==> config.mk <==
export PLATFORM = sky130hd
export DESIGN_NAME = rif_framer
export DESIGN_NICKNAME = d
export VERILOG_FILES = /design/src/rtl/rif_pkg.sv /design/src/rtl/rif_fifo.sv /design/src/rtl/rif_framer.sv
export VERILOG_INCLUDE_DIRS = /design/src /design/src/rtl
export SDC_FILE = /design/constraint.sdc
export NUM_CORES = 1
export LEC_CHECK = 0
export BUFFER_PORTS_ARGS = -buffer_cell sky130_fd_sc_hd__buf_4
export CORE_MARGIN = 2
export CORE_UTILIZATION = 45
export CTS_CLUSTER_SIZE = 30
export DETAILED_ROUTE_END_ITERATION = 6
export PLACE_DENSITY = 0.68
export SETUP_SLACK_MARGIN = 0.4
export SLEW_MARGIN = 20
export SYNTH_ARGS = -nofsm -noshare
export SYNTH_HDL_FRONTEND = slang
export SYNTH_SLANG_ARGS = --single-unit
==> constraint.sdc <==
create_clock -name CORE_CLK -period 8.78 [get_ports CORE_CLK]
set_input_delay 0 -clock CORE_CLK [delete_from_list [all_inputs] [get_ports CORE_CLK]]
set_output_delay 0 -clock CORE_CLK [all_outputs]
set_load 0.01 [all_outputs]
==> src/rtl/rif_defs.svh <==
// Offsets, codes and reset values of the receive-notification framer.
// Included by the framer, the only design file that needs a figure; the package does not include it.
`ifndef RIF_DEFS_SVH
`define RIF_DEFS_SVH
// Register offsets (byte addresses)
`define RIF_REG_CTRL 8'h00
`define RIF_REG_DEST_HIGH 8'h04
`define RIF_REG_DEST_LOW 8'h08
`define RIF_REG_STATUS 8'h0C
// Control fields
`define RIF_CTRL_API_EN_BIT 0
`define RIF_CTRL_FMT_LSB 1
`define RIF_CTRL_RST 32'h0000_0001
`define RIF_DEST_RST 32'h0000_0000
// Format select values
`define RIF_FMT_STD 2'h0
`define RIF_FMT_LEGACY 2'h2
// Frame bytes
`define RIF_START_DELIM 8'h7E
`define RIF_TYPE_ADDR_UPD 8'h8E
`define RIF_TYPE_LEGACY 8'h80
`define RIF_TYPE_STD 8'h90
`define RIF_FORMAT_ID 8'h00
`define RIF_RSVD_HI 8'hFF
`define RIF_RSVD_LO 8'hFE
`define RIF_CSUM_BASE 8'hFF
// Frame positions
`define RIF_IDX_LEN_MSB 5'h01
`define RIF_IDX_LEN_LSB 5'h02
`define RIF_IDX_TYPE 5'h03
`define RIF_IDX_FID 5'h04
`define RIF_IDX_NEW_LAST 5'h0C
`define RIF_IDX_OLD_LAST 5'h14
`define RIF_IDX_SRC_LAST 5'h0B
`define RIF_IDX_RSSI 5'h0C
`define RIF_IDX_LEG_OPT 5'h0D
`define RIF_IDX_RSV0 5'h0C
`define RIF_IDX_RSV1 5'h0D
`define RIF_IDX_STD_OPT 5'h0E
// Frame data lengths before payload (type through last header byte)
`define RIF_LEN_ADDR_UPD 16'h0012
`define RIF_LEN_LEGACY_HDR 16'h000B
`define RIF_LEN_STD_HDR 16'h000C
`endif

==> src/rtl/rif_pkg.sv <==
// Types of the receive-notification framer.
// Assumes rif_defs.svh holds the frame and register figures; the state and kind codes are set here.
package rif_pkg;
    typedef enum logic [3:0] {
        RIF_IDLE = 4'b0001,
        RIF_HDR = 4'b0010,
        RIF_PLD = 4'b0100,
        RIF_CSUM = 4'b1000
    } rif_state_t;
    typedef enum logic [1:0] {
        RIF_K_ADDR = 2'h0,
        RIF_K_LEGACY = 2'h1,
        RIF_K_STD = 2'h2
    } rif_kind_t;
endpackage : rif_pkg

==> src/rtl/rif_fifo.sv <==
// Payload FIFO with valid/ready on both sides.
// Assumes one clock and a synchronous active-low reset.
`timescale 1ns/1ps
module rif_fifo #(
    parameter int WIDTH = 8,
    parameter int DEPTH = 32
) (
    input wire logic clk,
    input wire logic rst_n,
    input wire logic in_valid,
    output logic in_ready,
    input wire logic [WIDTH-1:0] in_data,
    output logic out_valid,
    input wire logic out_ready,
    output logic [WIDTH-1:0] out_data
);
    localparam int AW = $clog2(DEPTH);
    logic [WIDTH-1:0] mem_q [DEPTH];
    logic [AW:0] wr_q, wr_d, rd_q, rd_d;
    logic push, pop;

    assign in_ready = (wr_q - rd_q) != (AW+1)'(DEPTH);
    assign out_valid = wr_q != rd_q;
    assign out_data = mem_q[rd_q[AW-1:0]];
    assign push = in_valid && in_ready;
    assign pop = out_valid && out_ready;

    always_comb begin
        wr_d = push ? wr_q + 1'b1 : wr_q;
        rd_d = pop ? rd_q + 1'b1 : rd_q;
    end

    always_ff @(posedge clk) begin
        if (!rst_n) begin
            wr_q <= '0;
            rd_q <= '0;
        end else begin
            wr_q <= wr_d;
            rd_q <= rd_d;
        end
    end

    // Storage needs no reset; only pointers define contents
    always_ff @(posedge clk) begin
        if (push) begin
            mem_q[wr_q[AW-1:0]] <= in_data;
        end
    end
endmodule : rif_fifo

==> src/rtl/rif_framer.sv <==
// Receive-notification framer: address-update, legacy and standard rx frames.
// Assumes all inputs come from logic on CORE_CLK; serial line sits downstream.
`timescale 1ns/1ps
`include "rif_defs.svh"
// What this block does
// - Address update emits 0x8E frame when API enabled
// - Update frame byte 4 is zero
// - New then old address, MSB first
// - Format 2 sends type 0x80 frames
// - Source address bytes 4-11 MSB first
// - Legacy byte 12 holds RSSI magnitude
// - Legacy options: ack, broadcast, method bits
// - Format 0 sends 0x90, reserved 12-13
// - Standard options byte at offset 14
// - Standard payload starts at offset 15
module rif_framer import rif_pkg::*; #(
    parameter int LEN_W = 8,
    parameter int FIFO_DEPTH = 32
) (
    input wire logic CORE_CLK,
    input wire logic RST_N,
    input wire logic [7:0] REG_ADDR,
    input wire logic [31:0] REG_WDATA,
    input wire logic REG_WR,
    input wire logic REG_RD,
    output logic [31:0] REG_RDATA,
    input wire logic UPD_VALID,
    output logic UPD_READY,
    input wire logic [63:0] UPD_ADDR,
    input wire logic RX_VALID,
    output logic RX_READY,
    input wire logic [63:0] RX_SRC_ADDR,
    input wire logic [7:0] RX_RSSI,
    input wire logic RX_ACKED,
    input wire logic RX_BCAST,
    input wire logic [1:0] RX_METHOD,
    input wire logic [LEN_W-1:0] RX_LEN,
    input wire logic PLD_VALID,
    output logic PLD_READY,
    input wire logic [7:0] PLD_DATA,
    output logic TX_VALID,
    input wire logic TX_READY,
    output logic [7:0] TX_DATA,
    output logic TX_LAST
);
    rif_state_t state_q, state_d;
    rif_kind_t kind_q, kind_d;
    logic [4:0] idx_q, idx_d;
    logic [LEN_W-1:0] rem_q, rem_d;
    logic [63:0] addr_a_q, addr_a_d, addr_b_q, addr_b_d;
    logic [7:0] rssi_q, rssi_d, opt_q, opt_d, sum_q, sum_d;
    logic emit_q, emit_d;
    logic [7:0] out_data_q, out_data_d;
    logic out_valid_q, out_valid_d, out_last_q, out_last_d;
    logic [15:0] frames_q, frames_d;
    logic [31:0] ctrl_q, ctrl_d, dh_q, dh_d, dl_q, dl_d, rdata_q, rdata_d;
    logic f_valid, f_ready;
    logic [7:0] f_data;
    logic api_en;
    logic [1:0] fmt_sel;
    logic load, upd_take, rx_take, fire;
    logic [4:0] hdr_last;
    logic [15:0] flen;
    logic [7:0] hdr_b, cur_b;
    logic [2:0] ka, kb;

    rif_fifo #(.WIDTH(8), .DEPTH(FIFO_DEPTH)) u_fifo (
        .clk(CORE_CLK),
        .rst_n(RST_N),
        .in_valid(PLD_VALID),
        .in_ready(PLD_READY),
        .in_data(PLD_DATA),
        .out_valid(f_valid),
        .out_ready(f_ready),
        .out_data(f_data)
    );

    assign api_en = ctrl_q[`RIF_CTRL_API_EN_BIT];
    assign fmt_sel = ctrl_q[`RIF_CTRL_FMT_LSB +: 2];
    assign load = !out_valid_q || TX_READY;
    assign UPD_READY = state_q == RIF_IDLE;
    // Address update takes priority over a waiting packet
    assign RX_READY = (state_q == RIF_IDLE) && !UPD_VALID;
    assign upd_take = UPD_VALID && UPD_READY;
    assign rx_take = RX_VALID && RX_READY;
    assign TX_VALID = out_valid_q;
    assign TX_DATA = out_data_q;
    assign TX_LAST = out_last_q;
    assign REG_RDATA = rdata_q;

    always_comb begin
        case (kind_q)
            RIF_K_ADDR: hdr_last = `RIF_IDX_OLD_LAST;
            RIF_K_LEGACY: hdr_last = `RIF_IDX_LEG_OPT;
            default: hdr_last = `RIF_IDX_STD_OPT;
        endcase
        case (kind_q)
            RIF_K_ADDR: flen = `RIF_LEN_ADDR_UPD;
            RIF_K_LEGACY: flen = `RIF_LEN_LEGACY_HDR + 16'(rem_q);
            default: flen = `RIF_LEN_STD_HDR + 16'(rem_q);
        endcase
        ka = (kind_q == RIF_K_ADDR) ? 3'(`RIF_IDX_NEW_LAST - idx_q)
                                    : 3'(`RIF_IDX_SRC_LAST - idx_q);
        kb = 3'(`RIF_IDX_OLD_LAST - idx_q);
        hdr_b = 8'h00;
        if (idx_q == 5'h00) begin
            hdr_b = `RIF_START_DELIM;
        end else if (idx_q == `RIF_IDX_LEN_MSB) begin
            hdr_b = flen[15:8];
        end else if (idx_q == `RIF_IDX_LEN_LSB) begin
            hdr_b = flen[7:0];
        end else if (idx_q == `RIF_IDX_TYPE) begin
            case (kind_q)
                RIF_K_ADDR: hdr_b = `RIF_TYPE_ADDR_UPD;
                RIF_K_LEGACY: hdr_b = `RIF_TYPE_LEGACY;
                default: hdr_b = `RIF_TYPE_STD;
            endcase
        end else if (kind_q == RIF_K_ADDR) begin
            if (idx_q == `RIF_IDX_FID) begin
                hdr_b = `RIF_FORMAT_ID;
            end else if (idx_q <= `RIF_IDX_NEW_LAST) begin
                hdr_b = addr_a_q[{ka, 3'b000} +: 8];
            end else begin
                hdr_b = addr_b_q[{kb, 3'b000} +: 8];
            end
        end else if (idx_q <= `RIF_IDX_SRC_LAST) begin
            hdr_b = addr_a_q[{ka, 3'b000} +: 8];
        end else if (kind_q == RIF_K_LEGACY) begin
            hdr_b = (idx_q == `RIF_IDX_RSSI) ? rssi_q : opt_q;
        end else if (idx_q == `RIF_IDX_RSV0) begin
            hdr_b = `RIF_RSVD_HI;
        end else if (idx_q == `RIF_IDX_RSV1) begin
            hdr_b = `RIF_RSVD_LO;
        end else begin
            hdr_b = opt_q;
        end
    end

    always_comb begin
        state_d = state_q;
        kind_d = kind_q;
        idx_d = idx_q;
        rem_d = rem_q;
        addr_a_d = addr_a_q;
        addr_b_d = addr_b_q;
        rssi_d = rssi_q;
        opt_d = opt_q;
        sum_d = sum_q;
        emit_d = emit_q;
        frames_d = frames_q;
        out_valid_d = out_valid_q && !TX_READY;
        out_data_d = out_data_q;
        out_last_d = out_last_q;
        f_ready = 1'b0;
        fire = 1'b0;
        cur_b = hdr_b;
        case (state_q)
            RIF_IDLE: begin
                idx_d = 5'h00;
                sum_d = 8'h00;
                if (upd_take) begin
                    addr_a_d = UPD_ADDR;
                    addr_b_d = {dh_q, dl_q};
                    kind_d = RIF_K_ADDR;
                    rem_d = '0;
                    emit_d = 1'b1;
                    if (api_en) begin
                        state_d = RIF_HDR;
                    end
                end else if (rx_take) begin
                    addr_a_d = RX_SRC_ADDR;
                    rssi_d = RX_RSSI;
                    // Undefined option bits stay zero for the host to skip
                    opt_d = {RX_METHOD, 4'h0, RX_BCAST, RX_ACKED};
                    rem_d = RX_LEN;
                    kind_d = (fmt_sel == `RIF_FMT_LEGACY) ? RIF_K_LEGACY : RIF_K_STD;
                    // Other formats belong to another framer; payload is drained
                    emit_d = api_en && (fmt_sel == `RIF_FMT_LEGACY || fmt_sel == `RIF_FMT_STD);
                    if (RX_LEN != '0) begin
                        state_d = (emit_d) ? RIF_HDR : RIF_PLD;
                    end else begin
                        state_d = (emit_d) ? RIF_HDR : RIF_IDLE;
                    end
                end
            end
            RIF_HDR: begin
                if (load) begin
                    fire = 1'b1;
                    idx_d = idx_q + 5'h01;
                    if (idx_q == hdr_last) begin
                        state_d = (rem_q != '0) ? RIF_PLD : RIF_CSUM;
                    end
                end
            end
            RIF_PLD: begin
                cur_b = f_data;
                f_ready = emit_q ? load : 1'b1;
                if (f_valid && f_ready) begin
                    fire = emit_q;
                    rem_d = rem_q - 1'b1;
                    if (rem_q == LEN_W'(1)) begin
                        state_d = emit_q ? RIF_CSUM : RIF_IDLE;
                    end
                end
            end
            RIF_CSUM: begin
                cur_b = `RIF_CSUM_BASE - sum_q;
                if (load) begin
                    fire = 1'b1;
                    frames_d = frames_q + 16'h0001;
                    state_d = RIF_IDLE;
                end
            end
            default: state_d = RIF_IDLE;
        endcase
        if (fire) begin
            out_valid_d = 1'b1;
            out_data_d = cur_b;
            out_last_d = state_q == RIF_CSUM;
            if (state_q == RIF_PLD || idx_q >= `RIF_IDX_TYPE) begin
                sum_d = sum_q + cur_b;
            end
        end
    end

    always_ff @(posedge CORE_CLK) begin
        if (!RST_N) begin
            state_q <= RIF_IDLE;
            kind_q <= RIF_K_ADDR;
            idx_q <= 5'h00;
            rem_q <= '0;
            addr_a_q <= '0;
            addr_b_q <= '0;
            rssi_q <= 8'h00;
            opt_q <= 8'h00;
            sum_q <= 8'h00;
            emit_q <= 1'b0;
            frames_q <= 16'h0000;
            out_valid_q <= 1'b0;
            out_data_q <= 8'h00;
            out_last_q <= 1'b0;
        end else begin
            state_q <= state_d;
            kind_q <= kind_d;
            idx_q <= idx_d;
            rem_q <= rem_d;
            addr_a_q <= addr_a_d;
            addr_b_q <= addr_b_d;
            rssi_q <= rssi_d;
            opt_q <= opt_d;
            sum_q <= sum_d;
            emit_q <= emit_d;
            frames_q <= frames_d;
            out_valid_q <= out_valid_d;
            out_data_q <= out_data_d;
            out_last_q <= out_last_d;
        end
    end

    // Register file; a network update wins over a software write
    always_comb begin
        ctrl_d = ctrl_q;
        dh_d = dh_q;
        dl_d = dl_q;
        rdata_d = 32'h0000_0000;
        if (REG_WR) begin
            case (REG_ADDR)
                `RIF_REG_CTRL: ctrl_d = {29'h0000_0000, REG_WDATA[2:0]};
                `RIF_REG_DEST_HIGH: dh_d = REG_WDATA;
                `RIF_REG_DEST_LOW: dl_d = REG_WDATA;
                default: ;
            endcase
        end
        if (upd_take) begin
            dh_d = UPD_ADDR[63:32];
            dl_d = UPD_ADDR[31:0];
        end
        if (REG_RD) begin
            case (REG_ADDR)
                `RIF_REG_CTRL: rdata_d = ctrl_q;
                `RIF_REG_DEST_HIGH: rdata_d = dh_q;
                `RIF_REG_DEST_LOW: rdata_d = dl_q;
                `RIF_REG_STATUS: rdata_d = {frames_q, 10'h000, PLD_READY, f_valid,
                                            state_q};
                default: rdata_d = 32'h0000_0000;
            endcase
        end
    end

    always_ff @(posedge CORE_CLK) begin
        if (!RST_N) begin
            ctrl_q <= `RIF_CTRL_RST;
            dh_q <= `RIF_DEST_RST;
            dl_q <= `RIF_DEST_RST;
            rdata_q <= 32'h0000_0000;
        end else begin
            ctrl_q <= ctrl_d;
            dh_q <= dh_d;
            dl_q <= dl_d;
            rdata_q <= rdata_d;
        end
    end

    // Checker helper: sum of bytes taken from the type byte onward
    logic [4:0] tk_q;
    logic [7:0] chk_q;
    always_ff @(posedge CORE_CLK) begin
        if (!RST_N || (TX_VALID && TX_READY && TX_LAST)) begin
            tk_q <= 5'h00;
            chk_q <= 8'h00;
        end else if (TX_VALID && TX_READY) begin
            tk_q <= (tk_q == 5'h1F) ? tk_q : tk_q + 5'h01;
            chk_q <= (tk_q >= `RIF_IDX_TYPE) ? chk_q + TX_DATA : chk_q;
        end
    end
endmodule : rif_framer

# After elaboration in Yosys (flattened, before gate mapping)
# Memories as Yosys holds them, arrays and structs flattened. A register that Yosys moved wholly into a read port is not among the register bits.
# Index checks and enable logic that the tools add are counted.
# W data, S select, Z words.
op_classes:
  add_sub_neg: 13
  magnitude_cmp: 3
  n_eq_ne: 26
  shifts: 2
  mux: 64
  n_bitwise: 1
  reduce_logical: 38
op_table:
  columns: ["operator", "count"]
  rows:
  - ["$mux W32", 6]
  - ["$mux W8", 18]
  - ["$mux W64", 2]
  - ["$pmux W32 S4", 1]
  - ["$shiftx A64 B7 Y8", 2]
  - ["$mux W4", 10]
  - ["$pmux W8 S2", 2]
  - ["$pmux W5 S2", 3]
  - ["$add A4 B8 Y9 const A", 2]
  - ["$pmux W9 S2", 1]
  - ["$add A16 B1 Y16 const B", 1]
  - ["$eq A8 B4 Y1 const B", 2]
  - ["$pmux W4 S4", 1]
  - ["$reduce_and A2 Y1", 8]
  - ["$reduce_bool A8 Y1", 2]
  - ["$mux W5", 3]
  - ["$add A6 B1 Y6 const B", 2]
  - ["$reduce_bool A2 Y1", 6]
  - ["$eq A5 B2 Y1 const B", 2]
  - ["$eq A5 B4 Y1 const B", 2]
  - ["$le A5 B4 Y1 const B", 2]
  - ["$ne A2 B2 Y1 const B", 5]
  - ["$mux W1", 9]
  - ["$mux W3", 3]
  - ["35 further kinds", 52]
word_totals:
  ff_bits: 305
  ramBits: 256
  inputBits: 204
  output_inout_bits: 45
  word_cells: 168
  n_memories: 1
mem_list:
  columns: ["name", "depth", "width", "read_ports", "rd_ports_with_merged_regs", "write_ports", "line_no", "text"]
  rows:
  - ["u_fifo.mem_q", 32, 8, 1, 1, 1, "rif_fifo.sv:18", "logic [WIDTH-1:0] mem_q [DEPTH];"]

# Longest topological paths before layout
# Gate-level depths: netlist (run 1).
logic_depth:
  depth_word: 14
  depth_mapped: 22
  depth_no_buf: 18

# Cells and area by module
# Synthesis (run 1) repeated with hierarchy kept, for this count alone.
unflattened:
  hier_cells: 2291
  hier_area_um2: 26082.5
modules_own_cells:
  columns: ["mod", "instances", "cells_per_inst", "area_per_inst_um2", "seq_area_each_um2"]
  rows:
  - ["rif_framer", 1, 1770, 15253.4, 5865.6]
  - ["rif_fifo", 1, 521, 10829.1, 8027.7]

# Worst setup path before layout (run 1)
# No wires, ideal clock.
synth_path:
  path_kind: "register -> register"
  startpoint: "reg idx_q[0]"
  endpoint: "reg sum_q[7]"
  setup_ns: 0.072
  arrival_ns: 4.531
  t_required_ns: 8.708
  setup_slack_ns: 4.177
  stages_incl_launch_ff: 23
  n_path_buf: 5
  synth_period_minus_slack_ns: 4.603
  cell_sequence: "dfxtp_1 buf_4 buf_4 buf_2 inv_1 ha_1 clkbuf_1 clkbuf_1 mux4_2 a211oi_1 o22ai_1 a21oi_1 o21a_1 nor2_1 ha_1 a21o_1 a21oi_1 o21ai_0 nor4_1 nor3_1 and3_1 nor3_2 mux2i_1"
synth_via:
  elab_chain_len: 14
  elab_cells_between_ends: 33
  classes_between: "add/sub: 4; order compare: 3; eq/ne: 6; shift: 2; mux: 16; reduce/logical: 2"
synth_rtl:
  columns: ["element", "line_no", "text"]
  rows:
  - ["from (decl)", "rif_framer.sv:48", "logic [4:0] idx_q, idx_d;"]
  - ["from (signal assigned)", "rif_framer.sv:245", "idx_q <= idx_d;"]
  - ["$sub A2 B3 Y3 (no source line), or another cell as far along", null, null]
  - ["$mux W3 / $mux W8 (equally long branches)", "rif_framer.sv:102, rif_framer.sv:132", null]
  - ["$shiftx A64 B7 Y8 / $mux W8 (equally long branches)", "rif_framer.sv:122, rif_framer.sv:127, rif_framer.sv:130", null]
  - ["$mux W8 (on tied branches)", "rif_framer.sv:121, rif_framer.sv:128", null]
  - ["$mux W8 (on tied branches)", "rif_framer.sv:119, rif_framer.sv:126", null]
  - ["$mux W8", "rif_framer.sv:118", "end else if (kind_q == RIF_K_ADDR) begin"]
  - ["$mux W8", "rif_framer.sv:112", "end else if (idx_q == `RIF_IDX_TYPE) begin"]
  - ["$mux W8", "rif_framer.sv:110", "end else if (idx_q == `RIF_IDX_LEN_LSB) begin"]
  - ["$mux W8", "rif_framer.sv:108", "end else if (idx_q == `RIF_IDX_LEN_MSB) begin"]
  - ["$mux W8 *", "rif_framer.sv:106", "if (idx_q == 5'h00) begin"]
  - ["$pmux W8 S2 *", "rif_framer.sv:157", "case (state_q)"]
  - ["via cur_b[1]", "rif_framer.sv:64", "logic [7:0] hdr_b, cur_b;"]
  - ["$add A8 B8 Y8 *", "rif_framer.sv:221", "sum_d = sum_q + cur_b;"]
  - ["$mux W8 *", "rif_framer.sv:220", "if (state_q == RIF_PLD || idx_q >= `RIF_IDX_TYPE) begin"]
  - ["$mux W8 *", "rif_framer.sv:216", "if (fire) begin"]
  - ["to (signal assigned)", "rif_framer.sv:251", "sum_q <= sum_d;"]
  - ["to (decl)", "rif_framer.sv:51", "logic [7:0] rssi_q, rssi_d, opt_q, opt_d, sum_q, sum_d;"]
# Mark *: on every way through the listed nets, which the timed path passes. The rest lies on a longest branch.
# A chain may end at the register's enable or synchronous reset.

# Final worst setup path (run 1)
# Same ends and word-level chain as after synthesis.

==> impl_metrics.py, run 1 <==
metrics = {
    "worst_setup_path": {
        "path_cells": "buf_4 -> inv_1 -> ha_1 -> o21a_1 -> mux4_2 -> mux2i_1 -> o22ai_1 -> a21oi_1 -> o21a_1 -> nor2_1 -> ha_1 -> a21o_1 -> a21oi_1 -> o21ai_0 -> nor4_1 -> nor3_1 -> and3_1 -> nor3_2 -> mux2i_1",
        "crit_type": "flop to flop",
        "worstRegToRegCells": 19,
        "setup.worst_path.end_class": "flop",
        "r2r-end": "sum_q[7]",
        "slowest_delay_ns": 0.85,
        "r2r_start": "idx_q[0]",
        "start_kind": "flop",
        "reg2reg_slack_ns": 3.25,
        "cp.required_ns": 9.33,
        "slowest_stage": "ha_1",
        "cp_max_fo": 25,
        "worst_ep_arrival_time_ns": 6.08,
    },
    "clocking": {
        "ctsHoldBuffers": 283,
        "insertion_delay_ns": 0.66,
        "post_cts_buffers": 0,
        "clk_path_buf_depth": 3,
        "cts_root_buf": "clkbuf_16",
        "cts-resized-gates": 0,
        "cts_inserted_buffers": 59,
        "clock_sinks": 566,
        "cts_tree": "built",
        "htree_levels": 2,
        "path_clk_slew_ns": 0.06,
    },
    "timing": {
        "setup_ws_ns": 3.25,
        "hold_violations": 0,
        "setup_viol": 0,
        "max_freq_ghz": 0.181,
        "tns_ns": 0,
        "fin_crit_sh": 0.630,
        "slew_violations": 0,
        "worstMarginPinSlew_ns": 1.19,
        "slew-limit-headroom": 0.205,
        "post-route-min-period_ns": 5.53,
        "finClkSkew_ns": 0.0462,
        "rsz0062_at_grt": "false",
    },
    "yosys": {
        "synth_top_family_by_area": "multiplexers",
        "yosys_warnings": 0,
        "synth_enable_flop_cells": 256,
        "syn-num-nets": 2442,
        "syn-cell-area_um2": 25000,
        "async_flop_share": 0,
        "yosysSeqAreaShare": 0.555,
        "synthXorXnorAreaFrac": 0.0153,
        "synth_cells": 2209,
        "synth_compound_area_frac": 0.108,
        "synthDominantCellAreaShare": 0.307,
        "ys_types": 81,
        "yosys_most_used_dff": "dfxtp_1",
        "synth.avg_cell_area_um2": 11.3,
        "synth_area_leaders": "edfxtp_1 31%, dfxtp_1 25%, mux4_2 9.9%",
        "yosys.area_share.adder": 0.0148,
        "yosysTopAreaCell": "edfxtp_1",
        "ys_seq_elements": 566,
        "synthSimpleGateAreaFrac": 0.127,
        "synthMuxAreaShare": 0.151,
    },
    "drt": {
        "drcViolationCount": 4,
        "vias": 20500,
        "vias_per_cell": 5.89,
        "drt_iter0_drc": 2249,
        "ant_nets": 0,
        "dr.pass1.iters": 7,
        "wl_per_cell_um": 25.0,
        "wirelength_um": 86900,
    },
    "floorplan": {
        "core_area_um2": 55100,
        "ios": 249,
        "die-area_um2": 57500,
        "die_y_um": 240,
        "start_util": 0.454,
        "die_w_um": 240,
        "rows": 86,
    },
    "global_route": {
        "grt_max_degree": 107,
        "grt-ovfl-total": 0,
        "track_usage": 0.298,
        "grt_first_pass_wirelength_um": 127000,
        "first_global_vias": 20200,
        "antenna_found_initial": 4,
    },
    "final_layout": {
        "layout.nets": 2910,
        "drive_gt1_frac": 0.219,
        "area_growth_pct": 28.9,
        "fillers": 4437,
        "diodes": 0,
    },
    "flow_run": {
        "maxCapViolations": 0,
    },
    "placement": {
        "port_buffers": 248,
        "gp_congestion": 0.956,
        "dpl.hpwl_um": 58100,
        "place_ws_ns": 3.30,
    },
    "outcome": {
        "status": "complete, but fails checks",
        "failed_checks": "DRC",
    },
    "power_and_ir_drop": {
        "swShare": 0.315,
        "power_switching_mw": 2.39,
        "p_leak_nw": 11.8,
        "p_int_mw": 5.19,
        "max-vdd-ir-drop_v": 0.000191,
        "pwr-share-comb": 0.233,
        "p_clk_frac": 0.340,
        "seq_power_share": 0.427,
        "power_density_nw_per_um2": 235,
    },
    "hold_path": {
        "min-delay-start": "REG_ADDR[0]",
        "min_delay_path_depth": 5,
        "hold_end": "REG_RDATA[15]",
        "hold_path.class": "primary input to flop",
    },
}
## metrics by stage
step	area, um^2	util	hold slack [ns]	instances	power [mW]
finish	32300	0.586	0.0470	3474	7.59
floorplan	25000	-	0.0664	2209	4.12
detailed placement	27400	0.498	0.262	3081	4.70
global route	32300	0.586	0.0532	3474	7.84
CTS	32300	0.586	0.0183	3474	7.49
global placement	27400	0.498	0.252	3081	4.69
## power by group through the flow
stage / sequential [mW] / clock (mW) / combinational [mW]
floorplan: 3.13 / 0 / 0.990
global placement: 3.27 / 0 / 1.42
detailed placement: 3.27 / 0 / 1.43
CTS: 3.21 / 2.59 / 1.69
global route: 3.24 / 2.70 / 1.90
finish: 3.24 / 2.58 / 1.77
## synth_stat cells, types with 28 or more instances
library cell	instances
a21oi_1	187
a22oi_1	33
a311oi_1	68
clkbuf_1	100
dfxtp_1	310
edfxtp_1	256
ha_1	28
mux2_2	93
mux4_2	110
nand2_1	420
nand3_1	36
nor2_1	208
o21ai_0	36
## cells in the final DEF, fill, tap and decap left out, drive strengths merged, types with 6 or more instances in the layout
cell / count
mux2: 93
nor2b: 14
xor2: 20
o21a: 6
clkinv: 25
dfxtp: 310
a21oi: 187
o21ai: 38
mux2i: 20
nand2: 421
xnor2: 19
mux4: 112
edfxtp: 256
nor2: 210
o22ai: 11
inv: 26
and2: 9
buf: 273
bufinv: 6
a31oi: 9
a211oi: 9
and3: 8
clkbuf: 76
o31ai: 8
nand4: 12
a311oi: 68
dlygate4sd3: 283
nand3: 36
ha: 28
a22oi: 33
nor3: 16
## logic make-up (layout without fill, tap and decap cells)
group,Yosys count,after routing
AOI/OAI and AO/OA,414,414
DFF,566,566
xor gates and xnor gates,40,40
adders and majority gates,29,29
buffers and inverters,174,691
muxes,225,225
and+or+nand+nor,761,761
## layer usage
| metal | wire [um] | GRT usage | vias up |
|---|---|---|---|
| li1 | - | - | 9046 |
| met1 | 35100 | 0.404 | 10100 |
| met2 | 38900 | 0.452 | 1077 |
| met3 | 8720 | 0.0757 | 259 |
| met4 | 4160 | 0.135 | 8 |
| met5 | 50 | 0 | - |
## worst max-delay path by stage
stage             start  depth (start not counted)  endpoint
2_1_floorplan  idx_q[0]                         22  sum_q[7]
3_3_place_gp   idx_q[0]                         19  sum_q[7]
3_5_place_dp   idx_q[0]                         19  sum_q[7]
4_1_cts        idx_q[0]                         19  sum_q[7]
5_1_grt        idx_q[0]                         19  sum_q[7]
6_report       idx_q[0]                         19  sum_q[7]
## final cells by class
| class | count | area [um^2] | share of cell area |
|---|---|---|---|
| Multi-Input combinational cell | 1469 | 10400 | 0.324 |
| Clock inverter | 34 | 405 | 0.0126 |
| Tap cell | 748 | 936 | 0.0290 |
| Inverter | 25 | 101 | 0.00314 |
| Timing Repair Buffer | 556 | 4880 | 0.151 |
| Sequential cell | 566 | 13900 | 0.431 |
| Clock buffer | 76 | 1600 | 0.0496 |
## state kept, by name, indices dropped and copies added, names as in the netlist, named ones only
register,count
REG_RDATA,32
TX_DATA,8
TX_LAST,1
TX_VALID,1
addr_a_q,64
addr_b_q,64
ctrl_q,3
dh_q,32
dl_q,32
emit_q,1
frames_q,16
idx_q,5
kind_q,2
opt_q,4
rem_q,8
rssi_q,8
state_q,4
sum_q,8
u_fifo.mem_q,256
u_fifo.rd_q,6
u_fifo.wr_q,6
## critical path, delay by kind of cell (launching register included)
family	cells	cell delay [ns]
AOI/OAI and AO/OA	7	1.87
adders and majority gates	2	1.13
muxes	3	0.91
buffers and inverters	2	0.56
DFF	1	0.30
and+or+nand+nor	5	0.68
(Power assumes the default switching activity.)
==> inputs of run 2 (changes only) <==
PLACE_DENSITY = 0.71   (was 0.68)
clock period = 4.5 ns   (was 8.78 ns; I/O delays follow)
==> run 2 against run 1 <==
- the flow still finishes with violations (DRC)
- combinational power is 110% higher
- final area increased by 2.2%
- utilization grew 1.3 points
- cell count grew 2.2%
- non-clock buffer count rose by 73
- setup slack worse by 2.8 ns
- maximum frequency is 35% higher
- critical path depth shrank 13
- clock-buffer cell count is 6 lower
- sequential share of layout area fell by 0.90 points
- first-iteration DRC count increased by 33%
- total power is 97% higher
==> impl_metrics.py, run 2 (synthesized netlist as in run 1, its figures left out) <==
metrics = {
    "final_layout": {
        "final_common_cell": "nand2_1",
        "largest_reg_flops": 256,
        "drive_gt1_frac": 0.244,
        "layout.nets": 2982,
        "area_growth_pct": 31.7,
        "final_cell_count_no_fill": 3552,
        "layout_common_cells": "418 x nand2_1, 340 x buf_4, 305 x dfxtp_1, 283 x dlygate4sd3_1, 256 x edfxtp_1",
    },
    "drt": {
        "ant_nets": 0,
        "wirelength_um": 89500,
        "wl_per_cell_um": 25.2,
        "drt_iter0_drc": 2981,
        "drcViolationCount": 3,
        "dr.pass1.iters": 7,
        "vias": 21700,
        "vias_per_cell": 6.11,
    },
    "global_route": {
        "antenna_found_initial": 11,
        "grt_max_degree": 185,
        "grt-ovfl-total": 0,
        "track_usage": 0.304,
        "grt_first_pass_wirelength_um": 131000,
        "first_global_vias": 21200,
    },
    "power_and_ir_drop": {
        "power_density_nw_per_um2": 454,
        "swShare": 0.317,
        "pwr-share-comb": 0.245,
        "power_switching_mw": 4.75,
        "max-vdd-ir-drop_v": 0.000362,
        "p_leak_nw": 12.3,
        "seq_power_share": 0.419,
        "p_int_mw": 10.2,
        "p_clk_frac": 0.335,
    },
    "clocking": {
        "path_clk_slew_ns": 0.07,
        "cts_root_buf": "clkbuf_16",
        "clock_sinks": 566,
        "cts_tree": "built",
        "clk_path_buf_depth": 3,
        "cts_inserted_buffers": 58,
        "insertion_delay_ns": 0.65,
        "htree_levels": 2,
    },
    "worst_setup_path": {
        "crit_type": "flop to flop",
        "start_kind": "flop",
        "worst_ep_arrival_time_ns": 4.66,
        "reg2reg_slack_ns": 0.41,
        "cp.required_ns": 5.07,
        "cp_max_fo": 63,
        "setup.worst_path.end_class": "flop",
    },
    "floorplan": {
        "ios": 249,
        "die_w_um": 240,
        "die_y_um": 240,
        "start_util": 0.454,
        "rows": 86,
        "core_area_um2": 55100,
        "die-area_um2": 57500,
    },
    "timing": {
        "slew_violations": 0,
        "setup_viol": 0,
        "worstMarginPinSlew_ns": 1.16,
        "fin_crit_sh": 0.910,
        "tns_ns": 0,
        "finClkSkew_ns": 0.0441,
        "hold_violations": 0,
        "post-route-min-period_ns": 4.09,
        "max_freq_ghz": 0.244,
        "whs_ns": 0.0540,
        "slew-limit-headroom": 0.230,
        "setup_ws_ns": 0.407,
        "rsz0062_at_grt": "true",
    },
    "outcome": {
        "status": "complete, but fails checks",
        "failed_checks": "DRC",
    },
    "placement": {
        "port_buffers": 248,
        "dpl.hpwl_um": 59400,
        "dp_cells": 3133,
        "gp_congestion": 1.04,
        "place_ws_ns": 0.219,
    },
    "flow_run": {
        "maxCapViolations": 0,
    },
    "hold_path": {
        "hold_path.class": "primary input to flop",
    },
}
## run 2: cell types whose count changed in the layout (fill, tap and decap cells not counted), sizes merged
cell    delta
diode      +6
clkinv     +2
inv        +2
clkbuf     -6
buf       +73
bufinv     +1
## run 2: critical path: stages, from the launching register on
cell and delay, ns:
dfxtp_1 0.52, or4b_2 0.90, inv_1 0.31, and2_4 0.67
nand2_1 0.57, a311oi_1 0.41, dlygate4sd3_1 0.58
## run 2: final timing paths
check,to,cells after the start,start
worst max-delay path,addr_a_q[27],6,state_q[0]
worst min-delay path,REG_RDATA[1],3,REG_ADDR[2]
worst max register to register,addr_a_q[27],6,state_q[0]
worst min register to register,addr_b_q[32],2,addr_b_q[32]
## run 2: layout make-up
| cell class | instances | area (um^2) |
|---|---|---|
| Fill cell | 4209 | 22100 |
| Multi-Input combinational cell | 1469 | 10500 |
| Tap cell | 748 | 936 |
| Inverter | 25 | 101 |
| Sequential cell | 566 | 13900 |
| Antenna cell | 6 | 15.0 |
| Clock buffer | 70 | 1540 |
| Clock inverter | 39 | 469 |
| Timing Repair Buffer | 629 | 5490 |
## run 2: timing repair
item / CTS / global route
endpoints found under the setup margin: 2 / 3
pin swaps: 1 / 4
gates resized for setup: 4 / 25
endpoints found under the hold margin: 455 / 0
buffers inserted: 8 / 13
hold buffers: 283 / 0
## run 2: power groups by stage
stage / clock network, mW / registers [mW] / logic [mW]
finish: 5.02 / 6.28 / 3.67
global placement: 0 / 6.33 / 2.80
detailed placement: 0 / 6.33 / 2.86
CTS: 5.05 / 6.22 / 3.39
global route: 5.25 / 6.28 / 3.85
floorplan: 0 / 6.11 / 1.94
## run 2: routing by layer
metal | wire length, um | track usage | up-vias
met1 | 34700 | 0.409 | 10700
met5 | 94 | 0.00952 | -
li1 | - | - | 9193
met3 | 10100 | 0.0876 | 358
met2 | 39600 | 0.449 | 1415
met4 | 4910 | 0.149 | 14
## run 2: metrics by stage
step | power, mW | util | cell area, um^2
detailed placement | 9.18 | 0.506 | 27900
global placement | 9.13 | 0.506 | 27900
CTS | 14.7 | 0.595 | 32800
finish | 15.0 | 0.599 | 33000
floorplan | 8.05 | - | 25100
global route | 15.4 | 0.598 | 33000
